**src/core/cep_pkg.sv**
```systemverilog
// package: constants, types and register map of the exception prioritizer
package cep_pkg;

    // avalon register byte offsets
    localparam logic [3:0] ADDR_IRQ_FLAG = 4'h0;
    localparam logic [3:0] ADDR_IRQ_ENABLE = 4'h4;
    localparam logic [3:0] ADDR_DEBUG_CTRL = 4'h8;
    localparam logic [3:0] ADDR_STATUS = 4'hC;
    localparam logic [31:0] RESET_WORD = 32'h0000_0000;
    localparam logic [31:0] UNMAPPED_WORD = 32'h0000_0000;

    // debug control register fields
    localparam int DBG_BRK_BIT = 0;
    localparam int DBG_STEP_BIT = 1;

    // cause codes, in priority order
    typedef enum logic [4:0] {
        CEP_EXC_NONE,
        CEP_EXC_RESET,
        CEP_EXC_DSS,
        CEP_EXC_DEBUG_INTERRUPT_EXC,
        CEP_EXC_NMI,
        CEP_EXC_INT,
        CEP_EXC_DIB,
        CEP_EXC_FETCH_ADDR,
        CEP_EXC_IBUS,
        CEP_EXC_SWBP,
        CEP_EXC_SYSTEM_CALL_INSTR,
        CEP_EXC_BREAK,
        CEP_EXC_RESV,
        CEP_EXC_CPU,
        CEP_EXC_EXTU,
        CEP_EXC_OVF,
        CEP_EXC_TRAP,
        CEP_EXC_DDB,
        CEP_EXC_LOAD_ADDR,
        CEP_EXC_STORE_ADDR,
        CEP_EXC_DBUS,
        CEP_EXC_LOAD_DATA_BREAK_EXC
    } cep_cause_t;

    localparam int NUM_CAUSE = 22;

    // raw pending-cause vector from pins, registers and the pipeline; index = cause code
    typedef logic [NUM_CAUSE-1:0] cep_vec_t;

    typedef enum logic [1:0] {
        CEP_RUN,
        CEP_DEBUG,
        CEP_SLEEP
    } cep_mode_t;

    // pipeline-side inputs carried together
    typedef struct packed {
        logic retire;
        logic single_step_done;
        logic ibrk_match;
        logic fetch_misaligned;
        logic fetch_protected;
        logic fetch_bus_err;
        logic sw_debug_bp_instr;
        logic system_call_instr;
        logic break_instr;
        logic reserved_opcode;
        logic cop_instr_disabled;
        logic ext_instr_disabled;
        logic trap_arith_ovf;
        logic trap_instr;
        logic trap_cond;
        logic dbrk_addr_only;
        logic dbrk_store_addr;
        logic dbrk_store_value;
        logic load_misaligned;
        logic load_protected;
        logic store_misaligned;
        logic store_protected;
        logic load_bus_err;
        logic store_bus_err;
        logic load_data_break;
        logic debug_return_instr;
        logic wait_instr;
    } cep_pipe_t;

    // answer to the pipeline
    typedef struct packed {
        logic take;
        logic flush;
        logic redirect;
        cep_cause_t cause;
        logic debug_mode;
        logic sleep;
    } cep_resp_t;

endpackage : cep_pkg

```
**src/core/cep_sync.sv**
```systemverilog
// two-flop synchroniser for pin inputs
`timescale 1ns/1ps
`default_nettype none
module cep_sync #(
    parameter int W = 1
) (
    // clock and reset
    input wire logic ref_clk,
    input wire logic srst,
    // data
    input wire logic [W-1:0] d,
    output logic [W-1:0] q
);
    logic [W-1:0] s1_ff;
    logic [W-1:0] s2_ff;

    always_ff @(posedge ref_clk) begin
        if (srst) begin
            s1_ff <= '0;
            s2_ff <= '0;
        end else begin
            s1_ff <= d;
            s2_ff <= s1_ff;
        end
    end

    assign q = s2_ff;
endmodule : cep_sync
`default_nettype wire

```
**src/core/cep_prio.sv**
```systemverilog
// fixed-priority picker over the cause vector
`timescale 1ns/1ps
`default_nettype none
module cep_prio (
    // raw pending causes
    input wire cep_pkg::cep_vec_t pend,
    // selected cause
    output var cep_pkg::cep_cause_t sel
);
    // lowest index wins
    always_comb begin
        sel = cep_pkg::CEP_EXC_NONE;
        for (int i = cep_pkg::NUM_CAUSE - 1; i >= 1; i--) begin
            if (pend[i]) begin
                sel = cep_pkg::cep_cause_t'(i[4:0]);
            end
        end
    end
endmodule : cep_prio
`default_nettype wire

```
**src/core/cep_top.sv**
```systemverilog
// exception prioritizer top: cause collection, debug/sleep modes, registers
// ==========================================================
`timescale 1ns/1ps
`default_nettype none
module cep_top #(
    parameter int NUM_IRQ = 32
) (
    // clock and reset
    input wire logic ref_clk,
    input wire logic srst,
    // pins from outside the core clock domain
    input wire logic master_clear_input,
    input wire logic ext_debug_interrupt_in,
    input wire logic nmi_in,
    input wire logic [NUM_IRQ-1:0] irq_src_in,
    // pipeline events
    input wire cep_pkg::cep_pipe_t pipe,
    // exception answer
    output var cep_pkg::cep_resp_t resp,
    // avalon-mm slave
    input wire logic [3:0] avs_address,
    input wire logic avs_read,
    input wire logic avs_write,
    input wire logic [31:0] avs_writedata,
    input wire logic [3:0] avs_byteenable,
    output logic [31:0] avs_readdata,
    output logic avs_waitrequest
);
    // ==========================================================
    // state
    typedef struct packed {
        logic [NUM_IRQ-1:0] flag;
        logic [NUM_IRQ-1:0] enable;
        logic dbg_brk;
        logic dbg_step;
        cep_pkg::cep_mode_t mode;
        cep_pkg::cep_cause_t last_cause;
        cep_pkg::cep_resp_t resp;
        logic [31:0] rdata;
        logic ack;
        logic [NUM_IRQ-1:0] irq_prev;
        logic por_done;
    } cep_state_t;

    cep_state_t st_ff;
    cep_state_t nxt_st;

    // ==========================================================
    // pin synchronisers
    logic master_clear_input_s;
    logic debug_interrupt_exc_s;
    logic nmi_s;
    logic [NUM_IRQ-1:0] irq_s;

    cep_sync #(.W(3 + NUM_IRQ)) u_sync (
        .ref_clk(ref_clk),
        .srst(srst),
        .d({master_clear_input, ext_debug_interrupt_in, nmi_in, irq_src_in}),
        .q({master_clear_input_s, debug_interrupt_exc_s, nmi_s, irq_s})
    );

    // ==========================================================
    // cause collection
    cep_pkg::cep_vec_t pend;
    cep_pkg::cep_cause_t sel;
    logic irq_any;
    logic in_debug;

    function automatic logic [31:0] merge_be(input logic [31:0] old,
                                             input logic [31:0] wd,
                                             input logic [3:0] be);
        logic [31:0] r;
        r = old;
        for (int b = 0; b < 4; b++) begin
            if (be[b]) begin
                r[b*8 +: 8] = wd[b*8 +: 8];
            end
        end
        return r;
    endfunction : merge_be

    assign in_debug = (st_ff.mode == cep_pkg::CEP_DEBUG);
    assign irq_any = |(st_ff.flag & st_ff.enable);

    always_comb begin
        pend = '0;
        pend[cep_pkg::CEP_EXC_RESET] = master_clear_input_s | ~st_ff.por_done;
        pend[cep_pkg::CEP_EXC_DSS] = st_ff.dbg_step & pipe.single_step_done
                                     & ~in_debug;
        pend[cep_pkg::CEP_EXC_DEBUG_INTERRUPT_EXC] = (debug_interrupt_exc_s | st_ff.dbg_brk) & ~in_debug;
        pend[cep_pkg::CEP_EXC_NMI] = nmi_s;
        pend[cep_pkg::CEP_EXC_INT] = irq_any & ~in_debug;
        pend[cep_pkg::CEP_EXC_DIB] = pipe.ibrk_match & ~in_debug;
        pend[cep_pkg::CEP_EXC_FETCH_ADDR] = pipe.fetch_misaligned
                                            | pipe.fetch_protected;
        pend[cep_pkg::CEP_EXC_IBUS] = pipe.fetch_bus_err;
        pend[cep_pkg::CEP_EXC_SWBP] = pipe.sw_debug_bp_instr;
        pend[cep_pkg::CEP_EXC_SYSTEM_CALL_INSTR] = pipe.system_call_instr;
        pend[cep_pkg::CEP_EXC_BREAK] = pipe.break_instr;
        pend[cep_pkg::CEP_EXC_RESV] = pipe.reserved_opcode;
        pend[cep_pkg::CEP_EXC_CPU] = pipe.cop_instr_disabled;
        pend[cep_pkg::CEP_EXC_EXTU] = pipe.ext_instr_disabled;
        pend[cep_pkg::CEP_EXC_OVF] = pipe.trap_arith_ovf;
        pend[cep_pkg::CEP_EXC_TRAP] = pipe.trap_instr & pipe.trap_cond;
        pend[cep_pkg::CEP_EXC_DDB] = (pipe.dbrk_addr_only
                                      | (pipe.dbrk_store_addr & pipe.dbrk_store_value))
                                     & ~in_debug;
        pend[cep_pkg::CEP_EXC_LOAD_ADDR] = pipe.load_misaligned
                                           | pipe.load_protected;
        pend[cep_pkg::CEP_EXC_STORE_ADDR] = pipe.store_misaligned
                                            | pipe.store_protected;
        pend[cep_pkg::CEP_EXC_DBUS] = pipe.load_bus_err | pipe.store_bus_err;
        pend[cep_pkg::CEP_EXC_LOAD_DATA_BREAK_EXC] = pipe.load_data_break & ~in_debug;
    end

    cep_prio u_prio (
        .pend(pend),
        .sel(sel)
    );

    function automatic logic is_debug_cause(input cep_pkg::cep_cause_t c);
        return (c == cep_pkg::CEP_EXC_DSS) || (c == cep_pkg::CEP_EXC_DEBUG_INTERRUPT_EXC)
            || (c == cep_pkg::CEP_EXC_DIB) || (c == cep_pkg::CEP_EXC_SWBP)
            || (c == cep_pkg::CEP_EXC_DDB) || (c == cep_pkg::CEP_EXC_LOAD_DATA_BREAK_EXC);
    endfunction : is_debug_cause

    // ==========================================================
    // next state
    logic bus_req;
    logic bus_wr;
    logic wake;

    assign bus_req = (avs_read | avs_write) & ~st_ff.ack;
    assign bus_wr = avs_write & st_ff.ack;
    assign wake = irq_any | nmi_s | debug_interrupt_exc_s | st_ff.dbg_brk | master_clear_input_s;

    always_comb begin
        nxt_st = st_ff;
        nxt_st.por_done = 1'b1;
        nxt_st.irq_prev = irq_s;
        nxt_st.resp.take = 1'b0;
        nxt_st.resp.flush = 1'b0;
        nxt_st.resp.redirect = st_ff.resp.flush;
        nxt_st.ack = 1'b0;
        // interrupt flags: hardware set wins over software clear
        if (bus_wr && avs_address == cep_pkg::ADDR_IRQ_FLAG) begin
            nxt_st.flag = merge_be(st_ff.flag, avs_writedata, avs_byteenable);
        end
        if (bus_wr && avs_address == cep_pkg::ADDR_IRQ_ENABLE) begin
            nxt_st.enable = merge_be(st_ff.enable, avs_writedata, avs_byteenable);
        end
        if (bus_wr && avs_address == cep_pkg::ADDR_DEBUG_CTRL
            && avs_byteenable[0]) begin
            nxt_st.dbg_brk = avs_writedata[cep_pkg::DBG_BRK_BIT];
            nxt_st.dbg_step = avs_writedata[cep_pkg::DBG_STEP_BIT];
        end
        nxt_st.flag = nxt_st.flag | (irq_s & ~st_ff.irq_prev);
        // bus answer one cycle after the request
        if (bus_req) begin
            nxt_st.ack = 1'b1;
            case (avs_address)
                cep_pkg::ADDR_IRQ_FLAG: nxt_st.rdata = st_ff.flag;
                cep_pkg::ADDR_IRQ_ENABLE: nxt_st.rdata = st_ff.enable;
                cep_pkg::ADDR_DEBUG_CTRL: nxt_st.rdata = {30'h0000_0000,
                                                           st_ff.dbg_step, st_ff.dbg_brk};
                cep_pkg::ADDR_STATUS: nxt_st.rdata = {25'h000_0000, st_ff.mode,
                                                       st_ff.last_cause};
                default: nxt_st.rdata = cep_pkg::UNMAPPED_WORD;
            endcase
        end
        // mode machine
        case (st_ff.mode)
            cep_pkg::CEP_RUN: begin
                if (pipe.wait_instr && sel == cep_pkg::CEP_EXC_NONE) begin
                    nxt_st.mode = cep_pkg::CEP_SLEEP;
                end
            end
            cep_pkg::CEP_DEBUG: begin
                if (pipe.debug_return_instr) begin
                    nxt_st.mode = cep_pkg::CEP_RUN;
                end
            end
            cep_pkg::CEP_SLEEP: begin
                if (wake) begin
                    nxt_st.mode = cep_pkg::CEP_RUN;
                end
            end
            default: nxt_st.mode = cep_pkg::CEP_RUN;
        endcase
        // take the selected exception
        if (sel != cep_pkg::CEP_EXC_NONE) begin
            nxt_st.resp.take = 1'b1;
            nxt_st.resp.flush = 1'b1;
            nxt_st.resp.cause = sel;
            nxt_st.last_cause = sel;
            if (sel == cep_pkg::CEP_EXC_RESET) begin
                nxt_st.mode = cep_pkg::CEP_RUN;
            end else if (is_debug_cause(sel)) begin
                nxt_st.mode = cep_pkg::CEP_DEBUG;
                if (sel == cep_pkg::CEP_EXC_DEBUG_INTERRUPT_EXC) begin
                    nxt_st.dbg_brk = nxt_st.dbg_brk & ~st_ff.dbg_brk;
                end
            end else if (st_ff.mode == cep_pkg::CEP_SLEEP) begin
                nxt_st.mode = cep_pkg::CEP_RUN;
            end
        end
        nxt_st.resp.debug_mode = (nxt_st.mode == cep_pkg::CEP_DEBUG);
        nxt_st.resp.sleep = (nxt_st.mode == cep_pkg::CEP_SLEEP);
    end

    always_ff @(posedge ref_clk) begin
        if (srst) begin
            st_ff <= '0;
        end else begin
            st_ff <= nxt_st;
        end
    end

    assign resp = st_ff.resp;
    assign avs_readdata = st_ff.rdata;
    assign avs_waitrequest = ~st_ff.ack;

    // ==========================================================
    // checks
    property p_master_clear_input_take;
        @(posedge ref_clk) disable iff (srst)
        $rose(master_clear_input_s) |=> resp.take && resp.cause == cep_pkg::CEP_EXC_RESET;
    endproperty
    a_master_clear_input_take: assert property (p_master_clear_input_take) else $error("reset cause not taken");

    property p_nmi_over_int;
        @(posedge ref_clk) disable iff (srst)
        (nmi_s && !pend[cep_pkg::CEP_EXC_RESET] && !pend[cep_pkg::CEP_EXC_DSS]
            && !pend[cep_pkg::CEP_EXC_DEBUG_INTERRUPT_EXC]) |=> resp.cause == cep_pkg::CEP_EXC_NMI;
    endproperty
    a_nmi_over_int: assert property (p_nmi_over_int) else $error("nmi lost priority");

    property p_int_masked;
        @(posedge ref_clk) disable iff (srst)
        (st_ff.flag & st_ff.enable) == '0 |=> resp.cause != cep_pkg::CEP_EXC_INT || !resp.take;
    endproperty
    a_int_masked: assert property (p_int_masked) else $error("masked interrupt taken");

    property p_trap_cond;
        @(posedge ref_clk) disable iff (srst)
        (pipe.trap_instr && !pipe.trap_cond) |=> resp.cause != cep_pkg::CEP_EXC_TRAP
            || !resp.take;
    endproperty
    a_trap_cond: assert property (p_trap_cond) else $error("trap without condition");

    property p_flush_redirect;
        @(posedge ref_clk) disable iff (srst)
        resp.flush |=> resp.redirect;
    endproperty
    a_flush_redirect: assert property (p_flush_redirect) else $error("no redirect after flush");

    property p_debug_hold;
        @(posedge ref_clk) disable iff (srst)
        (in_debug && !pipe.debug_return_instr && sel != cep_pkg::CEP_EXC_RESET)
            |=> resp.debug_mode;
    endproperty
    a_debug_hold: assert property (p_debug_hold) else $error("debug mode left early");

    property p_wait_sleep;
        @(posedge ref_clk) disable iff (srst)
        (st_ff.mode == cep_pkg::CEP_RUN && pipe.wait_instr && sel == cep_pkg::CEP_EXC_NONE)
            |=> resp.sleep;
    endproperty
    a_wait_sleep: assert property (p_wait_sleep) else $error("wait did not sleep");

    property p_bus_answer;
        @(posedge ref_clk) disable iff (srst)
        (avs_read && avs_waitrequest) |=> !avs_waitrequest;
    endproperty
    a_bus_answer: assert property (p_bus_answer) else $error("bus answer late");

    property p_swbp_debug;
        @(posedge ref_clk) disable iff (srst)
        (sel == cep_pkg::CEP_EXC_SWBP) |=> resp.debug_mode ##1 resp.redirect;
    endproperty
    a_swbp_debug: assert property (p_swbp_debug) else $error("breakpoint no debug");

    property p_por_take;
        @(posedge ref_clk) disable iff (srst)
        !st_ff.por_done |=> resp.take && resp.cause == cep_pkg::CEP_EXC_RESET;
    endproperty
    a_por_take: assert property (p_por_take) else $error("power-on reset not taken");

    property p_dss_take;
        @(posedge ref_clk) disable iff (srst)
        (st_ff.dbg_step && pipe.single_step_done && !in_debug && !pend[cep_pkg::CEP_EXC_RESET])
            |=> resp.take && resp.cause == cep_pkg::CEP_EXC_DSS;
    endproperty
    a_dss_take: assert property (p_dss_take) else $error("single step missed");

    property p_debug_interrupt_exc_take;
        @(posedge ref_clk) disable iff (srst)
        (debug_interrupt_exc_s && !in_debug && !pend[cep_pkg::CEP_EXC_RESET] && !pend[cep_pkg::CEP_EXC_DSS])
            |=> resp.take && resp.cause == cep_pkg::CEP_EXC_DEBUG_INTERRUPT_EXC;
    endproperty
    a_debug_interrupt_exc_take: assert property (p_debug_interrupt_exc_take) else $error("debug interrupt missed");

    property p_int_take;
        @(posedge ref_clk) disable iff (srst)
        (irq_any && !in_debug && !nmi_s && !pend[cep_pkg::CEP_EXC_RESET]
            && !pend[cep_pkg::CEP_EXC_DSS] && !pend[cep_pkg::CEP_EXC_DEBUG_INTERRUPT_EXC])
            |=> resp.take && resp.cause == cep_pkg::CEP_EXC_INT;
    endproperty
    a_int_take: assert property (p_int_take) else $error("interrupt missed");

    property p_dbg_return;
        @(posedge ref_clk) disable iff (srst)
        (in_debug && pipe.debug_return_instr && sel == cep_pkg::CEP_EXC_NONE)
            |=> !resp.debug_mode;
    endproperty
    a_dbg_return: assert property (p_dbg_return) else $error("debug not left");

    property p_sleep_wake;
        @(posedge ref_clk) disable iff (srst)
        (st_ff.mode == cep_pkg::CEP_SLEEP && nmi_s) |=> !resp.sleep;
    endproperty
    a_sleep_wake: assert property (p_sleep_wake) else $error("no wake from sleep");

    property p_flag_set;
        @(posedge ref_clk) disable iff (srst)
        (irq_s & ~st_ff.irq_prev) != '0
            |=> (st_ff.flag & $past(irq_s) & ~$past(st_ff.irq_prev))
                == ($past(irq_s) & ~$past(st_ff.irq_prev));
    endproperty
    a_flag_set: assert property (p_flag_set) else $error("irq flag not set");

endmodule : cep_top
`default_nettype wire

```
**config.mk**
```make
export PLATFORM = sky130hd
export DESIGN_NAME = cep_top
export DESIGN_NICKNAME = d
export VERILOG_FILES = /design/src/core/cep_pkg.sv /design/src/core/cep_sync.sv /design/src/core/cep_prio.sv /design/src/core/cep_top.sv
export SDC_FILE = /design/constraint.sdc
export NUM_CORES = 1
export LEC_CHECK = 0
export BUFFER_PORTS_ARGS = -buffer_cell sky130_fd_sc_hd__buf_2
export CAP_MARGIN = 15
export CORE_ASPECT_RATIO = 0.5
export CORE_MARGIN = 8
export CORE_UTILIZATION = 55
export CTS_CLUSTER_DIAMETER = 200
export DETAILED_ROUTE_END_ITERATION = 12
export GPL_ROUTABILITY_DRIVEN = 0
export PLACE_DENSITY = 0.79
export SYNTH_ARGS = -nofsm -noshare
export SYNTH_HDL_FRONTEND = slang
export SYNTH_SLANG_ARGS = --single-unit
```
**constraint.sdc**
```tcl
create_clock -name ref_clk -period 2.8 [get_ports ref_clk]
set_input_delay 0.28 -clock ref_clk [delete_from_list [all_inputs] [get_ports ref_clk]]
set_output_delay 0.28 -clock ref_clk [all_outputs]
set_load 0.02 [all_outputs]
```
==> summary.md, run 1 <==
| Metric | Value |
|---|---|
| Status | `finished, final reports clean` |
| Reg area | `4264 sq um` |
| Max cap viols | `0` |
| Clk sinks | `213` |
| Worst-path clk slew | `0.06 ns` |
| Post-synthesis simple-gate area fraction | `23.47%` |
| Slew headroom | `53.73%` |
| Worst Skew | `0.007971 ns` |
| Vias in the first global route | `6162` |
| Worst vdd ir | `0.3289 mV` |
| Power consumption | `6103 uW` |
| CORE AREA | `14390 sq um` |
| Worst r2r src | `st_ff[117]` |
| Synthesized flop and latch total | `213` |
| Global route overflow | `0` |
| Sequential power share | `52.1%` |
| CP required | `3.18 ns` |
| Final hold slack | `0.009015 ns` |
| # fillers | `1201` |
| Synth Area in Compound Gates | `12.79%` |
| Clk Latency, worst-skew pair | `0.49 ns` |
| Syn Nets | `979` |
| Clock Power Share | `41.2%` |
| Number of flops mapped to enable cells by yosys | `0` |
| Worst Hold Class | `in2reg` |
| DR vias | `6460` |
| Final WL | `19940 microns` |
| TritonCTS clock tree | `yes` |
| Total Neg Setup Slack | `0 ns` |
| Max clock buf depth | `3` |
| Die height | `101.6 microns` |
| Worst reg-to-reg path cell count | `7` |
| Critical Path End Type | `register` |
| Worst hold path stage count | `2` |
| Largest family of logic cells by synthesized area | `simple AND/OR/NAND/NOR gates` |
| H-Tree Depth | `1` |
| Gate power share | `6.6%` |
| Ys async rst share | `0%` |
| Worst Hold End | `u_sync.s1_ff[33]` |
| Fraction of layout cells with a size suffix above 1 | `19.40%` |
| Dpl hpwl | `14110 microns` |
| Worst-margin pin slew | `0.6940 ns` |
| Drt drc | `0` |
| Crit path from | `st_ff[117]` |
| Sequential element share of the synthesized area | `52.94%` |
| Minimum clock period | `2.567 ns` |
| Net switching power | `1351 uW` |
| Static Leak | `0.003674 uW` |
| Gate Count Post-Synth | `873` |
| Final instance area | `9494 sq um` |
| Post CTS Setup Buffer Count | `0` |
| Row count | `31` |
| Tcrit/Tclk final | `91.67%` |
| Remaining antenna violation count after routing | `0` |
| Final Hold Vio Count | `0` |
| Max stage delay on crit path | `0.47 ns` |
| Critical R2R Capture | `resp[0]` |
| Layout Utilization | `65.98%` |
| Die X | `187.1 microns` |
| Int Power | `4752 uW` |
| Pin count of the biggest net entering global routing | `126` |
| Area growth syn-to-layout | `17.88%` |
| Power per cell area | `642.9 nW/um^2` |
| Initial cell density of the core | `55.97%` |
| CP Class | `reg2reg` |
| Number of distinct library cells after synthesis | `47` |
| PortBufs | `147` |
| Min-delay src | `ext_debug_interrupt_in` |
| Final Net Count | `1093` |
| CP max stage cell | `o41ai_4` |
| Fmax | `389.6 MHz` |
| Max Slew Vio Count | `0` |
| Initial DRT Pass Iterations | `5` |
| Clock root cell | `clkbuf_16` |
| CTS Buf Count | `19` |
| RSZ-0062 raised after global routing | `no` |
| Drt wl/cell | `16.60 microns` |
| Initial DRC Count | `497` |
| Vias per cell | `5.379` |
| Adder-cell share of the synthesized area | `0%` |
| WP data arrival | `2.94 ns` |
| Area taken by multi-input logic gates | `3321 sq um` |
| Global-route wire length before repair | `31290 microns` |
| Critical path, cell by cell | `a22o_1 -> a221oi_1 -> and4_1 -> a21oi_1 -> o41ai_4 -> nand3_1 -> nor4_1` |
| Critical path peak fanout | `7` |
| Endpoints failing setup | `0` |
| Avg Inst Size Synth | `9.226 sq um` |
| Mux share of post-synthesis cell area | `4.598%` |
| Yosys warnings | `0` |
| Startpoint Class | `register` |
| Reg2Reg Setup Slack | `0.23 ns` |
| Post-synthesis xor/xnor area fraction | `0%` |
| I/O pin total | `149` |
| Placed Area | `8667 sq um` |
| Total GRT Usage | `20.03%` |
| Ys flop type | `dfxtp_1` |
| Sw Share | `22.14%` |
| Initial antenna violation count | `4` |
| Die ar. | `19010 sq um` |
| Cell area after synthesis | `8054 sq um` |
-- synthesized netlist by cell type (2+ instances only) --
cell type / number / area, sq um
or3_1: 2 / 12.51
nor2b_1: 105 / 656.9
clkbuf_1: 36 / 135.1
nor3_1: 7 / 35.03
a21oi_1: 46 / 230.2
nand2_1: 81 / 304.0
o21ai_0: 7 / 35.03
nor4_1: 5 / 31.28
a22o_1: 4 / 35.03
a22oi_1: 38 / 285.3
inv_1: 6 / 22.52
buf_1: 4 / 15.01
nand4_1: 7 / 43.79
or4_1: 4 / 30.03
a31oi_1: 34 / 212.7
nor2_1: 115 / 431.7
o32ai_1: 2 / 17.52
dfxtp_1: 213 / 4264
nand2b_1: 36 / 225.2
buf_4: 42 / 315.3
nand3_1: 11 / 55.05
a221oi_1: 6 / 52.55
mux2i_1: 37 / 370.4
o21ai_1: 2 / 10.01
-- worst max path at each step --
stage	endpoint	slack [ns]
finish	resp[0]	0.23
global route	resp[0]	0.12
CTS	st_ff[82]	0.04
detailed placement	st_ff[82]	0.05
global placement	resp[0]	0.23
floorplan	resp[1]	0.69
-- through the flow --
step,setup slack [ns],std cells
3_3_place_gp,0.2312,1145
2_1_floorplan,0.6948,873
5_1_grt,0.1159,1200
3_5_place_dp,0.05270,1145
4_1_cts,0.03955,1196
6_report,0.2332,1201
-- kinds of logic (layout without fill, tap and decap cells) --
| group | Yosys count | in the layout |
|---|---|---|
| multiplexers | 37 | 37 |
| flip-flops | 213 | 213 |
| other | 0 | 3 |
| AND/OR/NAND/NOR | 381 | 381 |
| AO/OA/AOI/OAI | 153 | 153 |
| buffers and inverters | 89 | 216 |
-- power groups by stage --
stage                     Combinational [uW]  Sequential (uW)  Clock, uW
after floorplan                          245             3230          0
after global placement                   369             3240          0
after detailed placement                 380             3250          0
after CTS                                399             3180       2560
after global routing                     442             3190       2700
final                                    404             3180       2520
-- critical path, delay by kind of cell, from the launching register on --
| family | cells | cell delay, ns |
|---|---|---|
| and+or+nand+nor | 3 | 0.87 |
| DFF | 1 | 0.35 |
| AOI/OAI and AO/OA | 4 | 1.24 |
-- cell usage in the layout, fill, tap and decap left out, types with 9 or more instances in the layout --
cell type,count
a21oi_1,46
nor2b_1,105
nand2b_1,36
dlygate4sd3_1,19
buf_2,146
a31oi_1,34
buf_4,9
nor2_1,115
nand3_1,11
a22oi_1,38
dfxtp_1,213
clkbuf_16,19
mux2i_1,37
nand2_1,81
-- repair_timing --
action	CTS	global route
endpoints found under the setup margin	0	4
hold buffers	17	2
resized for setup	0	2
endpoints found under the hold margin	17	2
-- registers in the layout, indices dropped and copies added, names as in the netlist --
name          count
u_sync.s1_ff     35
u_sync.q         35
st_ff           102
resp              9
avs_readdata     32
-- area by class of cell --
type,count,area share (%)
multi-input cells,571,34.98
well taps,198,2.609
clock inverters,3,0.2240
inverters,6,0.2372
repair buffers,176,10.74
flip-flops and latches,213,44.91
diodes,3,0.07907
clock buffers,31,6.220
-- layer usage --
metal  part of all wire [%]  vias to the layer above  global-route usage (%)
li1                       -                     3157                       -
met1                     44                     2998                   26.25
met2                     45                      263                   32.52
met3                    9.7                       38                   5.533
met4                    1.9                        4                   5.033
met5                   0.11                        -                       0
No activity file was read; power rests on OpenSTA's default activity.
==> run 2: changes to the inputs <==
==> constraint.sdc (replaced) <==
create_clock -name ref_clk -period 2.8 [get_ports ref_clk]
set_input_delay 0.14 -clock ref_clk [delete_from_list [all_inputs] [get_ports ref_clk]]
set_output_delay 0.14 -clock ref_clk [all_outputs]
set_load 0.02 [all_outputs]
==> summary.md, run 2 (synthesized netlist as in run 1, its figures left out) <==
| Metric | Value |
|---|---|
| Critical path, cell by cell | `a22o_1 -> a221oi_1 -> and4_1 -> a21oi_1 -> o41ai_4 -> nand3_1 -> nor4_1` |
| Status | `finished, final reports clean` |
| Worst r2r src | `st_ff[117]` |
| Final WL | `21140 microns (+6.0%)` |
| DR vias | `6838 (+5.9%)` |
| Min-delay src | `pipe[0]` |
| Minimum clock period | `2.622 ns (+0.05543 ns)` |
| Tcrit/Tclk final | `93.65% (+2.0 points)` |
| Drt drc | `0 (unchanged)` |
| Global-route wire length before repair | `33770 microns (+7.9%)` |
| Reg area | `4264 sq um (unchanged)` |
| CP max stage cell | `o41ai_4` |
| Slew headroom | `47.61% (-6.1 points)` |
| Total GRT Usage | `21.54% (+1.5 points)` |
| Global route overflow | `0 (unchanged)` |
| Worst-path clk slew | `0.07 ns (about the same)` |
| Max Slew Vio Count | `0 (unchanged)` |
| Critical Path End Type | `register` |
| Critical path buffers and inverters | `0 (unchanged)` |
| Max stage delay on crit path | `0.46 ns (about the same)` |
| Clock root cell | `clkbuf_16` |
| H-Tree Depth | `1 (unchanged)` |
| Final hold slack | `0.04382 ns (+0.03480 ns)` |
| Fraction of layout cells with a size suffix above 1 | `18.76% (-0.64 points)` |
| RSZ-0062 raised after global routing | `no` |
| Most frequent cells in the layout | `213 x dfxtp_1, 146 x buf_2, 115 x nor2_1, 105 x nor2b_1, 81 x nand2_1` |
| Startpoint Class | `register` |
| Final Hold Vio Count | `0 (unchanged)` |
| Static Leak | `0.003880 uW (+5.6%)` |
| Crit path from | `st_ff[117]` |
| Total Neg Setup Slack | `0 ns (unchanged)` |
| Worst Hold Class | `in2reg` |
| PortBufs | `147 (unchanged)` |
| Vias in the first global route | `6625 (+7.5%)` |
| Remaining antenna violation count after routing | `0 (unchanged)` |
| Initial antenna violation count | `1 (-3)` |
| Row count | `31 (unchanged)` |
| Vias per cell | `5.488 (+2.0%)` |
| Die X | `187.1 microns (unchanged)` |
| Initial cell density of the core | `55.97% (unchanged)` |
| CTS Buf Count | `19 (unchanged)` |
| Critical path peak fanout | `7 (unchanged)` |
| Fmax | `381.4 MHz (-2.1%)` |
| Die ar. | `19010 sq um (unchanged)` |
| Endpoints failing setup | `0 (unchanged)` |
| Max clock buf depth | `3 (unchanged)` |
| WP data arrival | `3.00 ns (+0.06 ns)` |
| Final Net Count | `1141 (+4.4%)` |
| Clk sinks | `213 (unchanged)` |
| Commonest non-fill, non-tap cell in the layout | `dfxtp_1` |
| Die height | `101.6 microns (unchanged)` |
| Family with the most delay on the worst path | `compound AO/OA/AOI/OAI gates` |
| CP Class | `reg2reg` |
| Drt wl/cell | `16.97 microns (+2.2%)` |
| CORE AREA | `14390 sq um (unchanged)` |
| # fillers | `1106 (-7.9%)` |
| Power per cell area | `621.6 nW/um^2 (-3.3%)` |
| Post CTS Setup Buffer Count | `0 (unchanged)` |
| Layout Utilization | `69.35% (+3.4 points)` |
| Max cap viols | `0 (unchanged)` |
| Worst-margin pin slew | `0.7859 ns (+0.09182 ns)` |
| Worst Skew | `0.01091 ns (+0.002938 ns)` |
| Max FFs per register | `102 (unchanged)` |
| Power consumption | `6204 uW (+1.6%)` |
| Initial DRT Pass Iterations | `6 (+1)` |
| Worst vdd ir | `0.3388 mV (+3.0%)` |
| I/O pin total | `149 (unchanged)` |
| Dpl hpwl | `14320 microns (+1.5%)` |
| Clk Latency, worst-skew pair | `0.48 ns (about the same)` |
| Pin count of the biggest net entering global routing | `125 (-0.79%)` |
| Biggest register | `st_ff` |
| Area growth syn-to-layout | `23.91%` |
| Initial DRC Count | `572 (+15%)` |
| Area taken by multi-input logic gates | `3328 sq um (+0.23%)` |
| CP required | `3.18 ns (about the same)` |
| TritonCTS clock tree | `yes` |
[run 2: repair_timing]
action,4_1_cts,5_1_grt
hold buffers,67,0
endpoints found under the setup margin,0,3
endpoints found under the hold margin,100,0
gates resized for setup,0,3
[run 2: worst paths after layout]
kind	depth (start not counted)	endpoint	slack [ns]
setup / recovery	7	resp[0]	0.18
hold / removal	3	st_ff[82]	0.04
setup reg to reg	7	resp[0]	0.18
hold reg to reg	1	u_sync.q[23]	0.43
[run 2: final cells by class]
cell class	instances	share of cell area [%]
Sequential cell	213	42.73
Clock inverter	6	0.6143
Timing Repair Buffer	224	15.03
Multi-Input combinational cell	571	33.35
Tap cell	198	2.482
Inverter	6	0.2257
Antenna cell	3	0.07523
Clock buffer	25	5.491
[run 2: per-stage QoR]
step | cells | setup slack (ns) | instance area, sq um
after global placement | 1145 | 0.2717 | 8667
after CTS | 1243 | 0.1062 | 9947
final | 1246 | 0.1778 | 9980
after floorplan | 873 | 0.6948 | 8054
after global routing | 1244 | 0.09806 | 9975
after detailed placement | 1145 | 0.1293 | 8667
[run 2: layer usage]
| layer | share of wire (%) | up-vias | global-route usage (%) |
|---|---|---|---|
| met5 | 0 | - | 0 |
| met2 | 45 | 335 | 35.63 |
| met3 | 9.1 | 43 | 4.845 |
| met4 | 2.1 | 0 | 6.186 |
| li1 | - | 3255 | - |
| met1 | 43 | 3205 | 28.12 |
[run 2: report_power, final]
part           switching [uW]  internal, uW  total (uW)
Combinational             240           223         463
Sequential               54.9          3130        3180
Clock                    1090          1470        2560
[run 2: worst reg2reg max path, delay by kind of cell (launching register included)]
family	cells	cell delay, ns
and+or+nand+nor	3	0.89
AOI/OAI and AO/OA	4	1.27
DFF	1	0.35
